## config.mk

```make
export PLATFORM = sky130hd
export DESIGN_NAME = fdd_core
export DESIGN_NICKNAME = d
export VERILOG_FILES = /design/src/core/fdd_pkg.sv /design/src/core/fdd_rec_mem.sv /design/src/core/fdd_core.sv
export VERILOG_INCLUDE_DIRS = /design/src /design/src/core
export SDC_FILE = /design/constraint.sdc
export NUM_CORES = 2
export LEC_CHECK = 0
export BUFFER_PORTS_ARGS = -buffer_cell sky130_fd_sc_hd__buf_2
export CORE_MARGIN = 2
export CORE_UTILIZATION = 45
export DETAILED_ROUTE_END_ITERATION = 8
export HOLD_SLACK_MARGIN = 0.08
export PLACE_DENSITY = 0.66
export SLEW_MARGIN = 20
export SYNTH_ARGS = -nofsm -noshare
export SYNTH_HDL_FRONTEND = slang
export SYNTH_SLANG_ARGS = --single-unit
```

## constraint.sdc

```tcl
create_clock -name clk_i -period 13.41 [get_ports clk_i]
set_input_delay 1.341 -clock clk_i [delete_from_list [all_inputs] [get_ports clk_i]]
set_output_delay 1.341 -clock clk_i [all_outputs]
set_load 0.02 [all_outputs]
```

## src/core/fdd_consts.svh

```systemverilog
// Constants of the fault detect and dispatch block: offsets, codes and record layout.
// Assumes byte addressing on both the APB slave and the memory master port.
`ifndef FDD_CONSTS_SVH
`define FDD_CONSTS_SVH

`define FDD_REG_TBASE    8'h00
`define FDD_REG_SBASE    8'h04
`define FDD_REG_STAT     8'h08
`define FDD_REG_FWORD    8'h0C
`define FDD_REG_IRQ_STAT 8'h10
`define FDD_REG_IRQ_EN   8'h14
`define FDD_REG_IRQ_CLR  8'h18
`define FDD_REG_COUNT    8'h1C
`define FDD_REG_WIN      8'h40
`define FDD_TBASE_RST    32'h00000000
`define FDD_SBASE_RST    32'h00000000

`define FDD_IRQ_DISPATCH 0
`define FDD_IRQ_DROPPED  1
`define FDD_IRQ_NESTED   2
`define FDD_IRQ_BADENT   3

`define FDD_RES_OFS0     8'h00
`define FDD_RES_OFS1     8'h04
`define FDD_REC_PC_OFS   8'h20
`define FDD_REC_AC_OFS   8'h24
`define FDD_REC_FW_OFS   8'h28
`define FDD_REC_IP_OFS   8'h2C
`define FDD_ENT_WORD2    32'h00000004

`define FDD_TYPE_TRACE   8'h01
`define FDD_TYPE_OPER    8'h02
`define FDD_TYPE_ARITH   8'h03
`define FDD_TYPE_FP      8'h04
`define FDD_TYPE_CONSTR  8'h05
`define FDD_TYPE_PROT    8'h07
`define FDD_TYPE_MACH    8'h08
`define FDD_TYPE_STRUCT  8'h09
`define FDD_TYPE_TYPE    8'h0A

`define FDD_SUB_INV_OPC  16'h0001
`define FDD_SUB_UNIMPL   16'h0002
`define FDD_SUB_INV_OPND 16'h0004
`define FDD_SUB_INT_OVF  16'h0001
`define FDD_SUB_ZDIV     16'h0002
`define FDD_SUB_RANGE    16'h0001
`define FDD_SUB_PRIV     16'h0002
`define FDD_SUB_LENGTH   16'h0001
`define FDD_SUB_BAD_ACC  16'h0001
`define FDD_SUB_IAGENT   16'h0003
`define FDD_SUB_MISMATCH 16'h0001

`define FDD_ENT_LOCAL    2'b00
`define FDD_ENT_SYSTEM   2'b10
`define FDD_SYS_SUPER    2'b10

`endif

```

## src/core/fdd_pkg.sv

```systemverilog
// Types shared by the fault detect and dispatch block.
// Assumes fdd_consts.svh for all numeric values.
package fdd_pkg;

	typedef struct packed {
		logic [7:1] trace;
		logic [2:0] oper;
		logic [1:0] arith;
		logic [5:0] fp;
		logic [1:0] constr;
		logic       prot;
		logic       mach;
		logic       interagent_message;
		logic       type_mm;
	} fdd_fault_t;

	typedef struct packed {
		logic [31:0] proc_ctrl;
		logic [31:0] arith_ctrl;
		logic [31:0] ip;
		logic [31:0] sp;
		logic [31:0] resume0;
		logic [31:0] resume1;
		logic        incomplete;
	} fdd_state_t;

	typedef struct packed {
		logic        psel;
		logic        penable;
		logic        pwrite;
		logic [7:0]  paddr;
		logic [31:0] pwdata;
	} fdd_apb_req_t;

	typedef struct packed {
		logic        valid;
		logic        we;
		logic [31:0] addr;
		logic [31:0] wdata;
	} fdd_mreq_t;

	typedef enum logic [1:0] {
		FDD_CALL_LOCAL,
		FDD_CALL_SYS_LOCAL,
		FDD_CALL_SUPER
	} fdd_call_t;

	typedef struct packed {
		fdd_call_t   kind;
		logic [31:0] target;
		logic [31:0] fault_word;
	} fdd_call_info_t;

endpackage

```

## src/core/fdd_rec_mem.sv

```systemverilog
// Sixteen-word mirror of the last fault record, read back by software.
// Assumes one writer and one reader on the same clock; read data is registered.
`timescale 1ns/10ps
module fdd_rec_mem (
	// Clock and reset
	input  wire logic        clk_i,
	input  wire logic        rst_i,
	// Write port
	input  wire logic        we_i,
	input  wire logic [3:0]  waddr_i,
	input  wire logic [31:0] wdata_i,
	// Read port
	input  wire logic [3:0]  raddr_i,
	output logic      [31:0] rdata_o
);
	logic [31:0] mem_ff [16];
	logic [31:0] rdata_ff;

	always_ff @(posedge clk_i) begin
		if (we_i) begin
			mem_ff[waddr_i] <= wdata_i;
		end
	end

	always_ff @(posedge clk_i or posedge rst_i) begin
		if (rst_i) begin
			rdata_ff <= 32'h00000000;
		end else begin
			rdata_ff <= mem_ff[raddr_i];
		end
	end

	assign rdata_o = rdata_ff;
endmodule

```

## src/core/fdd_core.sv

```systemverilog
// Fault detect and dispatch: encodes faults, writes records, fetches the handler.
// Assumes a word memory port with a held request and one-cycle ack, and an APB master.
//
// Chosen here: the APB register port and the placing of the registers.
`timescale 1ns/10ps
`include "fdd_consts.svh"

// Behaviour
// - Take every fault at once, independent of software; the core stalls a fault while a record is built or the handler fetched.
// - Save program, instruction and fault state first.
// - Fault record goes on the current stack.
// - Incomplete instruction pushes a resumption record.
// - Handler chosen by type number only.
// - Table fetched only after records are written.
// - Call is local, system local or supervisor.
// - Interrupt-time faults use the same call path.
// - Fault word at offset 40: type, subtype.
// - Trace type 1, one bit per cause.
// - Flag types merge simultaneous subtype bits.
// - Operation type 2: subtypes 1, 2, 4.
// - Arithmetic type 3: overflow 1, zero-divide 2.
// - Floating type 4: flag bits 0 to 5.
// - Codes for types 5, 7, 8, 9, A.
// - Other simultaneous faults: record one, hide rest.
// - Fault inside a handler has no defined outcome.
// - Table entry read as two words by type.
// - Entry type 00 local, 10 system call.
module fdd_core
	import fdd_pkg::*;
(
	// Clock and reset
	input  wire logic           clk_i,
	input  wire logic           rst_i,
	// Fault conditions and program state from the core
	input  wire fdd_fault_t     fault_i,
	input  wire fdd_state_t     state_i,
	input  wire logic           in_intr_i,
	output logic                fault_ready_o,
	// Handler call towards the core
	output logic                call_o,
	output fdd_call_info_t      call_info_o,
	input  wire logic           hdone_i,
	// Memory master
	output fdd_mreq_t           mreq_o,
	input  wire logic           mack_i,
	input  wire logic [31:0]    mrdata_i,
	// APB slave
	input  wire fdd_apb_req_t   apb_i,
	output logic                pready_o,
	output logic                pslverr_o,
	output logic [31:0]         prdata_o,
	// Interrupt
	output logic                irq_o
);
	typedef enum logic [2:0] {
		S_IDLE, S_WR_RES, S_WR_REC, S_RD_ENT0, S_RD_ENT1, S_RD_SYS, S_CALL, S_HANDLER
	} fdd_state_e_t;

	fdd_state_e_t   state_ff;
	fdd_state_e_t   nxt_state;
	fdd_state_t     snap_ff;
	logic [31:0]    fword_ff;
	logic [31:0]    ent0_ff;
	logic [7:0]     ofs_ff;
	logic [31:0]    tbase_ff;
	logic [31:0]    sbase_ff;
	logic [3:0]     irq_stat_ff;
	logic [3:0]     irq_en_ff;
	logic [31:0]    count_ff;
	logic [31:0]    prdata_ff;
	logic           win_ff;
	logic           rec_done_ff;
	logic           call_ff;
	fdd_call_info_t call_info_ff;
	logic [24:0]    enc;
	logic           take;
	logic           step;
	logic [3:0]     ev;
	logic [31:0]    mem_rdata;

	// Only one fault may be in flight, so the core stalls its next fault while a
	// record is being built. Handler code runs in S_HANDLER and may fault again.
	function automatic logic [24:0] fdd_encode(input fdd_fault_t f);
		logic [8:0]  tp;
		logic [7:0]  t;
		logic [15:0] s;
		logic        multi;
		tp = {f.type_mm, f.interagent_message, f.mach, f.prot, |f.constr, |f.fp,
			|f.arith, |f.oper, |f.trace};
		t = 8'h00;
		s = 16'h0000;
		multi = ($countones(tp) > 1) || ($countones(f.oper) > 1) || (&f.arith)
			|| (&f.constr);
		if (f.mach) begin
			t = `FDD_TYPE_MACH;
			s = `FDD_SUB_BAD_ACC;
		end else if (f.interagent_message) begin
			t = `FDD_TYPE_STRUCT;
			s = `FDD_SUB_IAGENT;
		end else if (f.type_mm) begin
			t = `FDD_TYPE_TYPE;
			s = `FDD_SUB_MISMATCH;
		end else if (f.prot) begin
			t = `FDD_TYPE_PROT;
			s = `FDD_SUB_LENGTH;
		end else if (|f.constr) begin
			t = `FDD_TYPE_CONSTR;
			s = f.constr[0] ? `FDD_SUB_RANGE : `FDD_SUB_PRIV;
		end else if (|f.oper) begin
			t = `FDD_TYPE_OPER;
			s = f.oper[0] ? `FDD_SUB_INV_OPC : (f.oper[1] ? `FDD_SUB_UNIMPL : `FDD_SUB_INV_OPND);
		end else if (|f.arith) begin
			t = `FDD_TYPE_ARITH;
			s = f.arith[0] ? `FDD_SUB_INT_OVF : `FDD_SUB_ZDIV;
		end else if (|f.fp) begin
			t = `FDD_TYPE_FP;
			s = {10'h000, f.fp};
		end else if (|f.trace) begin
			t = `FDD_TYPE_TRACE;
			s = {8'h00, f.trace, 1'b0};
		end
		return {multi, t, s};
	endfunction

	assign enc  = fdd_encode(fault_i);
	assign fault_ready_o = (state_ff == S_IDLE) || (state_ff == S_HANDLER);
	// Interrupt context is not looked at: faults there take this same path.
	assign take = fault_ready_o && (enc[23:16] != 8'h00);
	assign step = mreq_o.valid && mack_i;

	always_comb begin
		nxt_state = state_ff;
		unique case (state_ff)
			S_IDLE, S_HANDLER: begin
				if (take) begin
					nxt_state = state_i.incomplete ? S_WR_RES : S_WR_REC;
				end else if (state_ff == S_HANDLER && hdone_i) begin
					nxt_state = S_IDLE;
				end
			end
			S_WR_RES: if (step && ofs_ff == `FDD_RES_OFS1) nxt_state = S_WR_REC;
			S_WR_REC: if (step && ofs_ff == `FDD_REC_IP_OFS) nxt_state = S_RD_ENT0;
			S_RD_ENT0: if (step) nxt_state = S_RD_ENT1;
			S_RD_ENT1: begin
				if (step) begin
					if (ent0_ff[1:0] == `FDD_ENT_LOCAL) begin
						nxt_state = S_CALL;
					end else if (ent0_ff[1:0] == `FDD_ENT_SYSTEM) begin
						nxt_state = S_RD_SYS;
					end else begin
						nxt_state = S_IDLE;
					end
				end
			end
			S_RD_SYS: if (step) nxt_state = S_CALL;
			S_CALL: nxt_state = S_HANDLER;
		endcase
	end

	always_ff @(posedge clk_i or posedge rst_i) begin
		if (rst_i) begin
			state_ff <= S_IDLE;
		end else begin
			state_ff <= nxt_state;
		end
	end

	// Snapshot of program state and the encoded fault word at the moment of capture.
	always_ff @(posedge clk_i or posedge rst_i) begin
		if (rst_i) begin
			snap_ff  <= '0;
			fword_ff <= 32'h00000000;
		end else if (take) begin
			snap_ff  <= state_i;
			fword_ff <= {8'h00, enc[23:0]};
		end
	end

	always_ff @(posedge clk_i or posedge rst_i) begin
		if (rst_i) begin
			ofs_ff <= 8'h00;
		end else if (take) begin
			ofs_ff <= state_i.incomplete ? `FDD_RES_OFS0 : `FDD_REC_PC_OFS;
		end else if (step && state_ff == S_WR_RES && ofs_ff == `FDD_RES_OFS1) begin
			ofs_ff <= `FDD_REC_PC_OFS;
		end else if (step && (state_ff == S_WR_RES || state_ff == S_WR_REC)) begin
			ofs_ff <= ofs_ff + 8'h04;
		end
	end

	always_ff @(posedge clk_i or posedge rst_i) begin
		if (rst_i) begin
			rec_done_ff <= 1'b0;
		end else if (take) begin
			rec_done_ff <= 1'b0;
		end else if (step && state_ff == S_WR_REC && ofs_ff == `FDD_REC_IP_OFS) begin
			rec_done_ff <= 1'b1;
		end
	end

	always_ff @(posedge clk_i or posedge rst_i) begin
		if (rst_i) begin
			ent0_ff <= 32'h00000000;
		end else if (step && state_ff == S_RD_ENT0) begin
			ent0_ff <= mrdata_i;
		end
	end

	// Memory request: record words go to the current stack, then two table words.
	always_comb begin
		mreq_o = '0;
		unique case (state_ff)
			S_WR_RES, S_WR_REC: begin
				mreq_o.valid = 1'b1;
				mreq_o.we    = 1'b1;
				mreq_o.addr  = snap_ff.sp + {24'h000000, ofs_ff};
				unique case (ofs_ff)
					`FDD_RES_OFS0:   mreq_o.wdata = snap_ff.resume0;
					`FDD_RES_OFS1:   mreq_o.wdata = snap_ff.resume1;
					`FDD_REC_PC_OFS: mreq_o.wdata = snap_ff.proc_ctrl;
					`FDD_REC_AC_OFS: mreq_o.wdata = snap_ff.arith_ctrl;
					`FDD_REC_FW_OFS: mreq_o.wdata = fword_ff;
					default:         mreq_o.wdata = snap_ff.ip;
				endcase
			end
			S_RD_ENT0: begin
				mreq_o.valid = rec_done_ff;
				mreq_o.addr  = tbase_ff + {21'h000000, fword_ff[23:16], 3'b000};
			end
			S_RD_ENT1: begin
				mreq_o.valid = 1'b1;
				mreq_o.addr  = tbase_ff + {21'h000000, fword_ff[23:16], 3'b000}
					+ `FDD_ENT_WORD2;
			end
			S_RD_SYS: begin
				mreq_o.valid = 1'b1;
				mreq_o.addr  = sbase_ff + {ent0_ff[31:2], 2'b00};
			end
			default: mreq_o = '0;
		endcase
	end

	// Handler call: kind and target follow the entry type and the procedure word.
	always_ff @(posedge clk_i or posedge rst_i) begin
		if (rst_i) begin
			call_info_ff <= '{kind: FDD_CALL_LOCAL, target: 32'h00000000,
				fault_word: 32'h00000000};
		end else if (step && state_ff == S_RD_ENT1 && ent0_ff[1:0] == `FDD_ENT_LOCAL) begin
			call_info_ff.kind       <= FDD_CALL_LOCAL;
			call_info_ff.target     <= {ent0_ff[31:2], 2'b00};
			call_info_ff.fault_word <= fword_ff;
		end else if (step && state_ff == S_RD_SYS) begin
			call_info_ff.kind       <= (mrdata_i[1:0] == `FDD_SYS_SUPER) ? FDD_CALL_SUPER
				: FDD_CALL_SYS_LOCAL;
			call_info_ff.target     <= {mrdata_i[31:2], 2'b00};
			call_info_ff.fault_word <= fword_ff;
		end
	end

	always_ff @(posedge clk_i or posedge rst_i) begin
		if (rst_i) begin
			call_ff <= 1'b0;
		end else begin
			call_ff <= (nxt_state == S_CALL);
		end
	end

	assign call_o      = call_ff;
	assign call_info_o = call_info_ff;

	// Events. A fault taken inside a handler is still dispatched, but what the
	// program makes of that is undefined; software is only told it happened.
	assign ev[`FDD_IRQ_DISPATCH] = call_ff;
	assign ev[`FDD_IRQ_DROPPED]  = take && enc[24];
	assign ev[`FDD_IRQ_NESTED]   = take && (state_ff == S_HANDLER);
	assign ev[`FDD_IRQ_BADENT]   = step && state_ff == S_RD_ENT1
		&& ent0_ff[1:0] != `FDD_ENT_LOCAL && ent0_ff[1:0] != `FDD_ENT_SYSTEM;

	logic wr_acc;
	logic rd_setup;
	logic mapped;
	assign wr_acc   = apb_i.psel && apb_i.penable && apb_i.pwrite;
	assign rd_setup = apb_i.psel && !apb_i.penable && !apb_i.pwrite;
	assign mapped   = apb_i.paddr[7:6] == 2'b01 || apb_i.paddr[7:5] == 3'b000;

	// A set arriving together with its clear wins, so no event is lost.
	always_ff @(posedge clk_i or posedge rst_i) begin
		if (rst_i) begin
			irq_stat_ff <= 4'h0;
		end else if (wr_acc && apb_i.paddr == `FDD_REG_IRQ_CLR) begin
			irq_stat_ff <= (irq_stat_ff & ~apb_i.pwdata[3:0]) | ev;
		end else begin
			irq_stat_ff <= irq_stat_ff | ev;
		end
	end

	always_ff @(posedge clk_i or posedge rst_i) begin
		if (rst_i) begin
			tbase_ff  <= `FDD_TBASE_RST;
			sbase_ff  <= `FDD_SBASE_RST;
			irq_en_ff <= 4'h0;
		end else if (wr_acc) begin
			if (apb_i.paddr == `FDD_REG_TBASE) tbase_ff <= apb_i.pwdata;
			if (apb_i.paddr == `FDD_REG_SBASE) sbase_ff <= apb_i.pwdata;
			if (apb_i.paddr == `FDD_REG_IRQ_EN) irq_en_ff <= apb_i.pwdata[3:0];
		end
	end

	always_ff @(posedge clk_i or posedge rst_i) begin
		if (rst_i) begin
			count_ff <= 32'h00000000;
		end else if (call_ff) begin
			count_ff <= count_ff + 32'h00000001;
		end
	end

	assign irq_o = |(irq_stat_ff & irq_en_ff);

	// Read data is prepared in the setup cycle, so the slave never inserts waits.
	always_ff @(posedge clk_i or posedge rst_i) begin
		if (rst_i) begin
			prdata_ff <= 32'h00000000;
			win_ff    <= 1'b0;
		end else if (rd_setup) begin
			win_ff <= apb_i.paddr[7:6] == 2'b01;
			unique case (apb_i.paddr)
				`FDD_REG_TBASE:    prdata_ff <= tbase_ff;
				`FDD_REG_SBASE:    prdata_ff <= sbase_ff;
				`FDD_REG_STAT:     prdata_ff <= {27'h0000000, in_intr_i, rec_done_ff,
					(state_ff == S_HANDLER), fault_ready_o, (state_ff != S_IDLE)};
				`FDD_REG_FWORD:    prdata_ff <= fword_ff;
				`FDD_REG_IRQ_STAT: prdata_ff <= {28'h0000000, irq_stat_ff};
				`FDD_REG_IRQ_EN:   prdata_ff <= {28'h0000000, irq_en_ff};
				`FDD_REG_COUNT:    prdata_ff <= count_ff;
				default:           prdata_ff <= 32'h00000000;
			endcase
		end
	end

	fdd_rec_mem u_rec_mem (
		.clk_i   (clk_i),
		.rst_i   (rst_i),
		.we_i    (step && mreq_o.we),
		.waddr_i (ofs_ff[5:2]),
		.wdata_i (mreq_o.wdata),
		.raddr_i (apb_i.paddr[5:2]),
		.rdata_o (mem_rdata)
	);

	assign pready_o  = 1'b1;
	assign pslverr_o = apb_i.psel && apb_i.penable && !mapped;
	assign prdata_o  = win_ff ? mem_rdata : prdata_ff;
endmodule

```

==> impl_results.md <==
* FP Rows at ~110
* Power per cell area at 201 nW/um^2
* Top-Level Pins at 466
* Net count reported at finish at 4112
* Rel. slew slack at 0.277
* Count of warnings emitted by yosys at 0
* Pin count of the biggest net entering global routing at 156
* Clock transition at path regs at ~0.06 ns
* Worst-case hold slack at between 0.4 and 0.5 ns
* Total net switching power at ~3500 uW
* Critical Path Sink Type: primary output
* Number of endpoints with negative hold slack in the final report at 0
* Dpl hpwl at 86.6 mm
* Sequential-to-total area share from yosys stat at 0.623
* Total chip power at around 10000 uW
* Pint at 6620 uW
* Chip Height at 314 um
* Post-Route Setup TNS at 0 ns
* # H-tree levels at 3
* Area Overhead vs Synth at 16.9%
* Slew of the pin with the lowest slew margin at roughly 1.1 ns
* Global-route wire length before repair at between 150 and 200 mm
* Core outline area at 95000 um^2
* Start-to-end type of the worst setup path: reg2out
* Unrepaired setup endpoints after global routing: false
* Number of global-route vias before repair at ~29000
* Worst IR Drop VDD at 0.130 mV
* Slew Viols, Final at 0
* Drt total wl at between 100 and 150 mm
* Place WS at 7.82 ns
* Number of setup buffers added after CTS at 0
* Post-layout min period at ~6.3 ns
* Ys flop type: sky130_fd_sc_hd__edfxtp_1
* Drt drc at 0
* Final weighted congestion in routability-driven placement at 0.948
* Data required, critical path at 12.07 ns
* Maximum operating frequency at 158 MHz
* Flops & latches, synth at 972
* Cts bufs inserted at just over 100
* Die Footprint at 98500 um^2
* Clock latency reported for the late side of the worst-skew pair at slightly below 0.7 ns
* Unique cell type count in the Yosys netlist at 81
* Critical Path AT at ~5 ns
* Largest fanout on the critical path at 11
* Summed instance area of the synthesized netlist at 43200 um^2
* Filler-free cell count of the finished design at 5112
* Post-Synthesis Cells at 3316
* Worst-case setup margin in the final layout at 7.08 ns
* Top library cells by usage in the layout, fill and taps aside: sky130_fd_sc_hd__nand2_1, sky130_fd_sc_hd__edfxtp_1, sky130_fd_sc_hd__dfrtp_1
* CTS root buf: sky130_fd_sc_hd__clkbuf_16
* Quantity of hold-fixing buffers added after cts at 0
* Cell count after placement at 4921
* Number of flip-flops under the largest register name at 512
* Number of setup violations in the final report at 0
* Number of detailed-route iterations in the first pass at 7
* Part of the power in the clock network at 0.282
* DR iter-0 viols at a little over 3000
* Ratio of cells with drive above 1 in the final layout at 0.266
* Number of nets still failing antenna checks after routing at 0
* Via density at 5.71
* Switching share of power at 0.349
* Wire length per cell after detailed routing at 25.0 um
* Leakage Power at 0.0208 uW
* Biggest register: u_rec_mem.mem_ff
* Max-capacitance violation count at 0
* Post-synth EDFFs at around 500
* Final cycle utilization of the critical path at 0.472
* Count of input and output buffers at 442
* Total gr overflow at 0
* CTS max path bufs at 3
* Combinational fraction of design power at 0.290
* Share of async-settable or async-resettable flops after synthesis at 0.473
* Worst min path class: reg2reg
* Sort of element at the start of the critical path: flop
* Worst clock skew at 0.0485 ns
* Antenna violations before repair at 21
* Number of clock sinks at 972
* Total number of vias at 29200
* Gr usage total at 0.259
* Initial Util at 0.455
* Horiz. Die Dim at 314 um
* CTS tree: done
* Sequential group share of total power at 0.428
* Number of gates resized after CTS at 0
* Post-synthesis average cell area at 13.0 um^2
* Status: finished, final reports clean
* Most common cell after layout, fill and taps aside: sky130_fd_sc_hd__nand2_1
==> routing by layer <==
metal | wire [um] | vias to the layer above | GRT usage
li1 | - | 13100 | -
met1 | 50500 | 14700 | 0.337
met2 | 64200 | 1171 | 0.444
met3 | 8150 | 248 | 0.0358
met4 | 4910 | 10 | 0.0940
met5 | 60 | - | 0
==> cells by family (layout without fill, tap and decap cells) <==
group                    Yosys count  in the layout  synth area share
XOR/XNOR                         139            139            0.0282
other                              2             31          0.000174
multiplexers                     309            309             0.122
AO/OA/AOI/OAI                    475            475            0.0760
AND/OR/NAND/NOR                 1130           1130             0.110
buffers and inverters            233            735            0.0231
flip-flops                       972            972             0.623
adder cells (fa/ha/maj)           56             56            0.0174
==> through the flow <==
| stage | util | instance area, um^2 |
|---|---|---|
| after global routing | 0.531 | 50500 |
| after floorplan | - | 43300 |
| after detailed placement | 0.495 | 47100 |
| after CTS | 0.531 | 50500 |
| final | 0.531 | 50500 |
| after global placement | 0.495 | 47100 |
==> path summary, 6_finish.rpt <==
check                                                 start                     endpoint  slack, ns  depth (start not counted)
worst max-delay path               fword_ff[16]$_DFFE_PP0P_                   mreq_o[63]       7.08                         12
worst min-delay path            call_info_o[56]$_DFFE_PP0P_  call_info_o[56]$_DFFE_PP0P_       0.47                          2
worst max register to register        state_ff[0]$_DFF_PP0_     snap_ff[119]$_DFFE_PP0P_       9.33                          8
worst min register to register  call_info_o[56]$_DFFE_PP0P_  call_info_o[56]$_DFFE_PP0P_       0.47                          2
max in group asynchronous                             rst_i     snap_ff[123]$_DFFE_PP0P_      10.00                          5
min in group asynchronous                             rst_i      snap_ff[74]$_DFFE_PP0P_       0.70                          2
==> cells in the mapped netlist (49+ instances only) <==
master                     count  area (um^2)
sky130_fd_sc_hd__a21oi_1      74          370
sky130_fd_sc_hd__a22oi_1      96          721
sky130_fd_sc_hd__clkbuf_1    127          477
sky130_fd_sc_hd__dfrtp_1     460        11500
sky130_fd_sc_hd__edfxtp_1    512        15400
sky130_fd_sc_hd__ha_1         49          613
sky130_fd_sc_hd__mux2_2      139         1570
sky130_fd_sc_hd__mux4_2      161         3630
sky130_fd_sc_hd__nand2_1     813         3050
sky130_fd_sc_hd__nand3_1      51          255
sky130_fd_sc_hd__nor2_1      115          432
sky130_fd_sc_hd__o21ai_0      82          410
sky130_fd_sc_hd__xnor2_1      86          753
sky130_fd_sc_hd__xor2_1       53          464
==> critical path, stage by stage, from the launching register on <==
cell                        delay [ns]
sky130_fd_sc_hd__dfrtp_1          0.48
sky130_fd_sc_hd__ha_1             0.28
sky130_fd_sc_hd__fa_1             0.44
sky130_fd_sc_hd__a211oi_2         0.32
sky130_fd_sc_hd__or2_0            0.51
sky130_fd_sc_hd__o21ai_0          0.18
sky130_fd_sc_hd__a211o_1          0.31
sky130_fd_sc_hd__a2111oi_4        0.46
sky130_fd_sc_hd__nand4bb_2        0.26
sky130_fd_sc_hd__nor3_1           0.25
sky130_fd_sc_hd__mux2_1           0.35
sky130_fd_sc_hd__a211o_1          0.30
sky130_fd_sc_hd__buf_2            0.17
==> power by group through the flow <==
| stage | sequential (uW) | clock (uW) | combinational (uW) |
|---|---|---|---|
| after floorplan | 4340 | 0 | 1750 |
| after global placement | 4380 | 0 | 2920 |
| after detailed placement | 4400 | 0 | 2960 |
| after CTS | 4340 | 2910 | 2970 |
| after global routing | 4400 | 3040 | 3220 |
| final | 4350 | 2870 | 2950 |
==> area by class of cell <==
class / count / area, um^2
Sequential cell: 972 / 26900
Tap cell: 1265 / 1580
Inverter: 35 / 135
Clock inverter: 43 / 616
Multi-Input combinational cell: 2132 / 15700
Antenna cell: 8 / 20.0
Fill cell: 8115 / 44500
Timing Repair Buffer: 517 / 2800
Clock buffer: 140 / 2790
No activity file was read; power rests on OpenSTA's default activity.
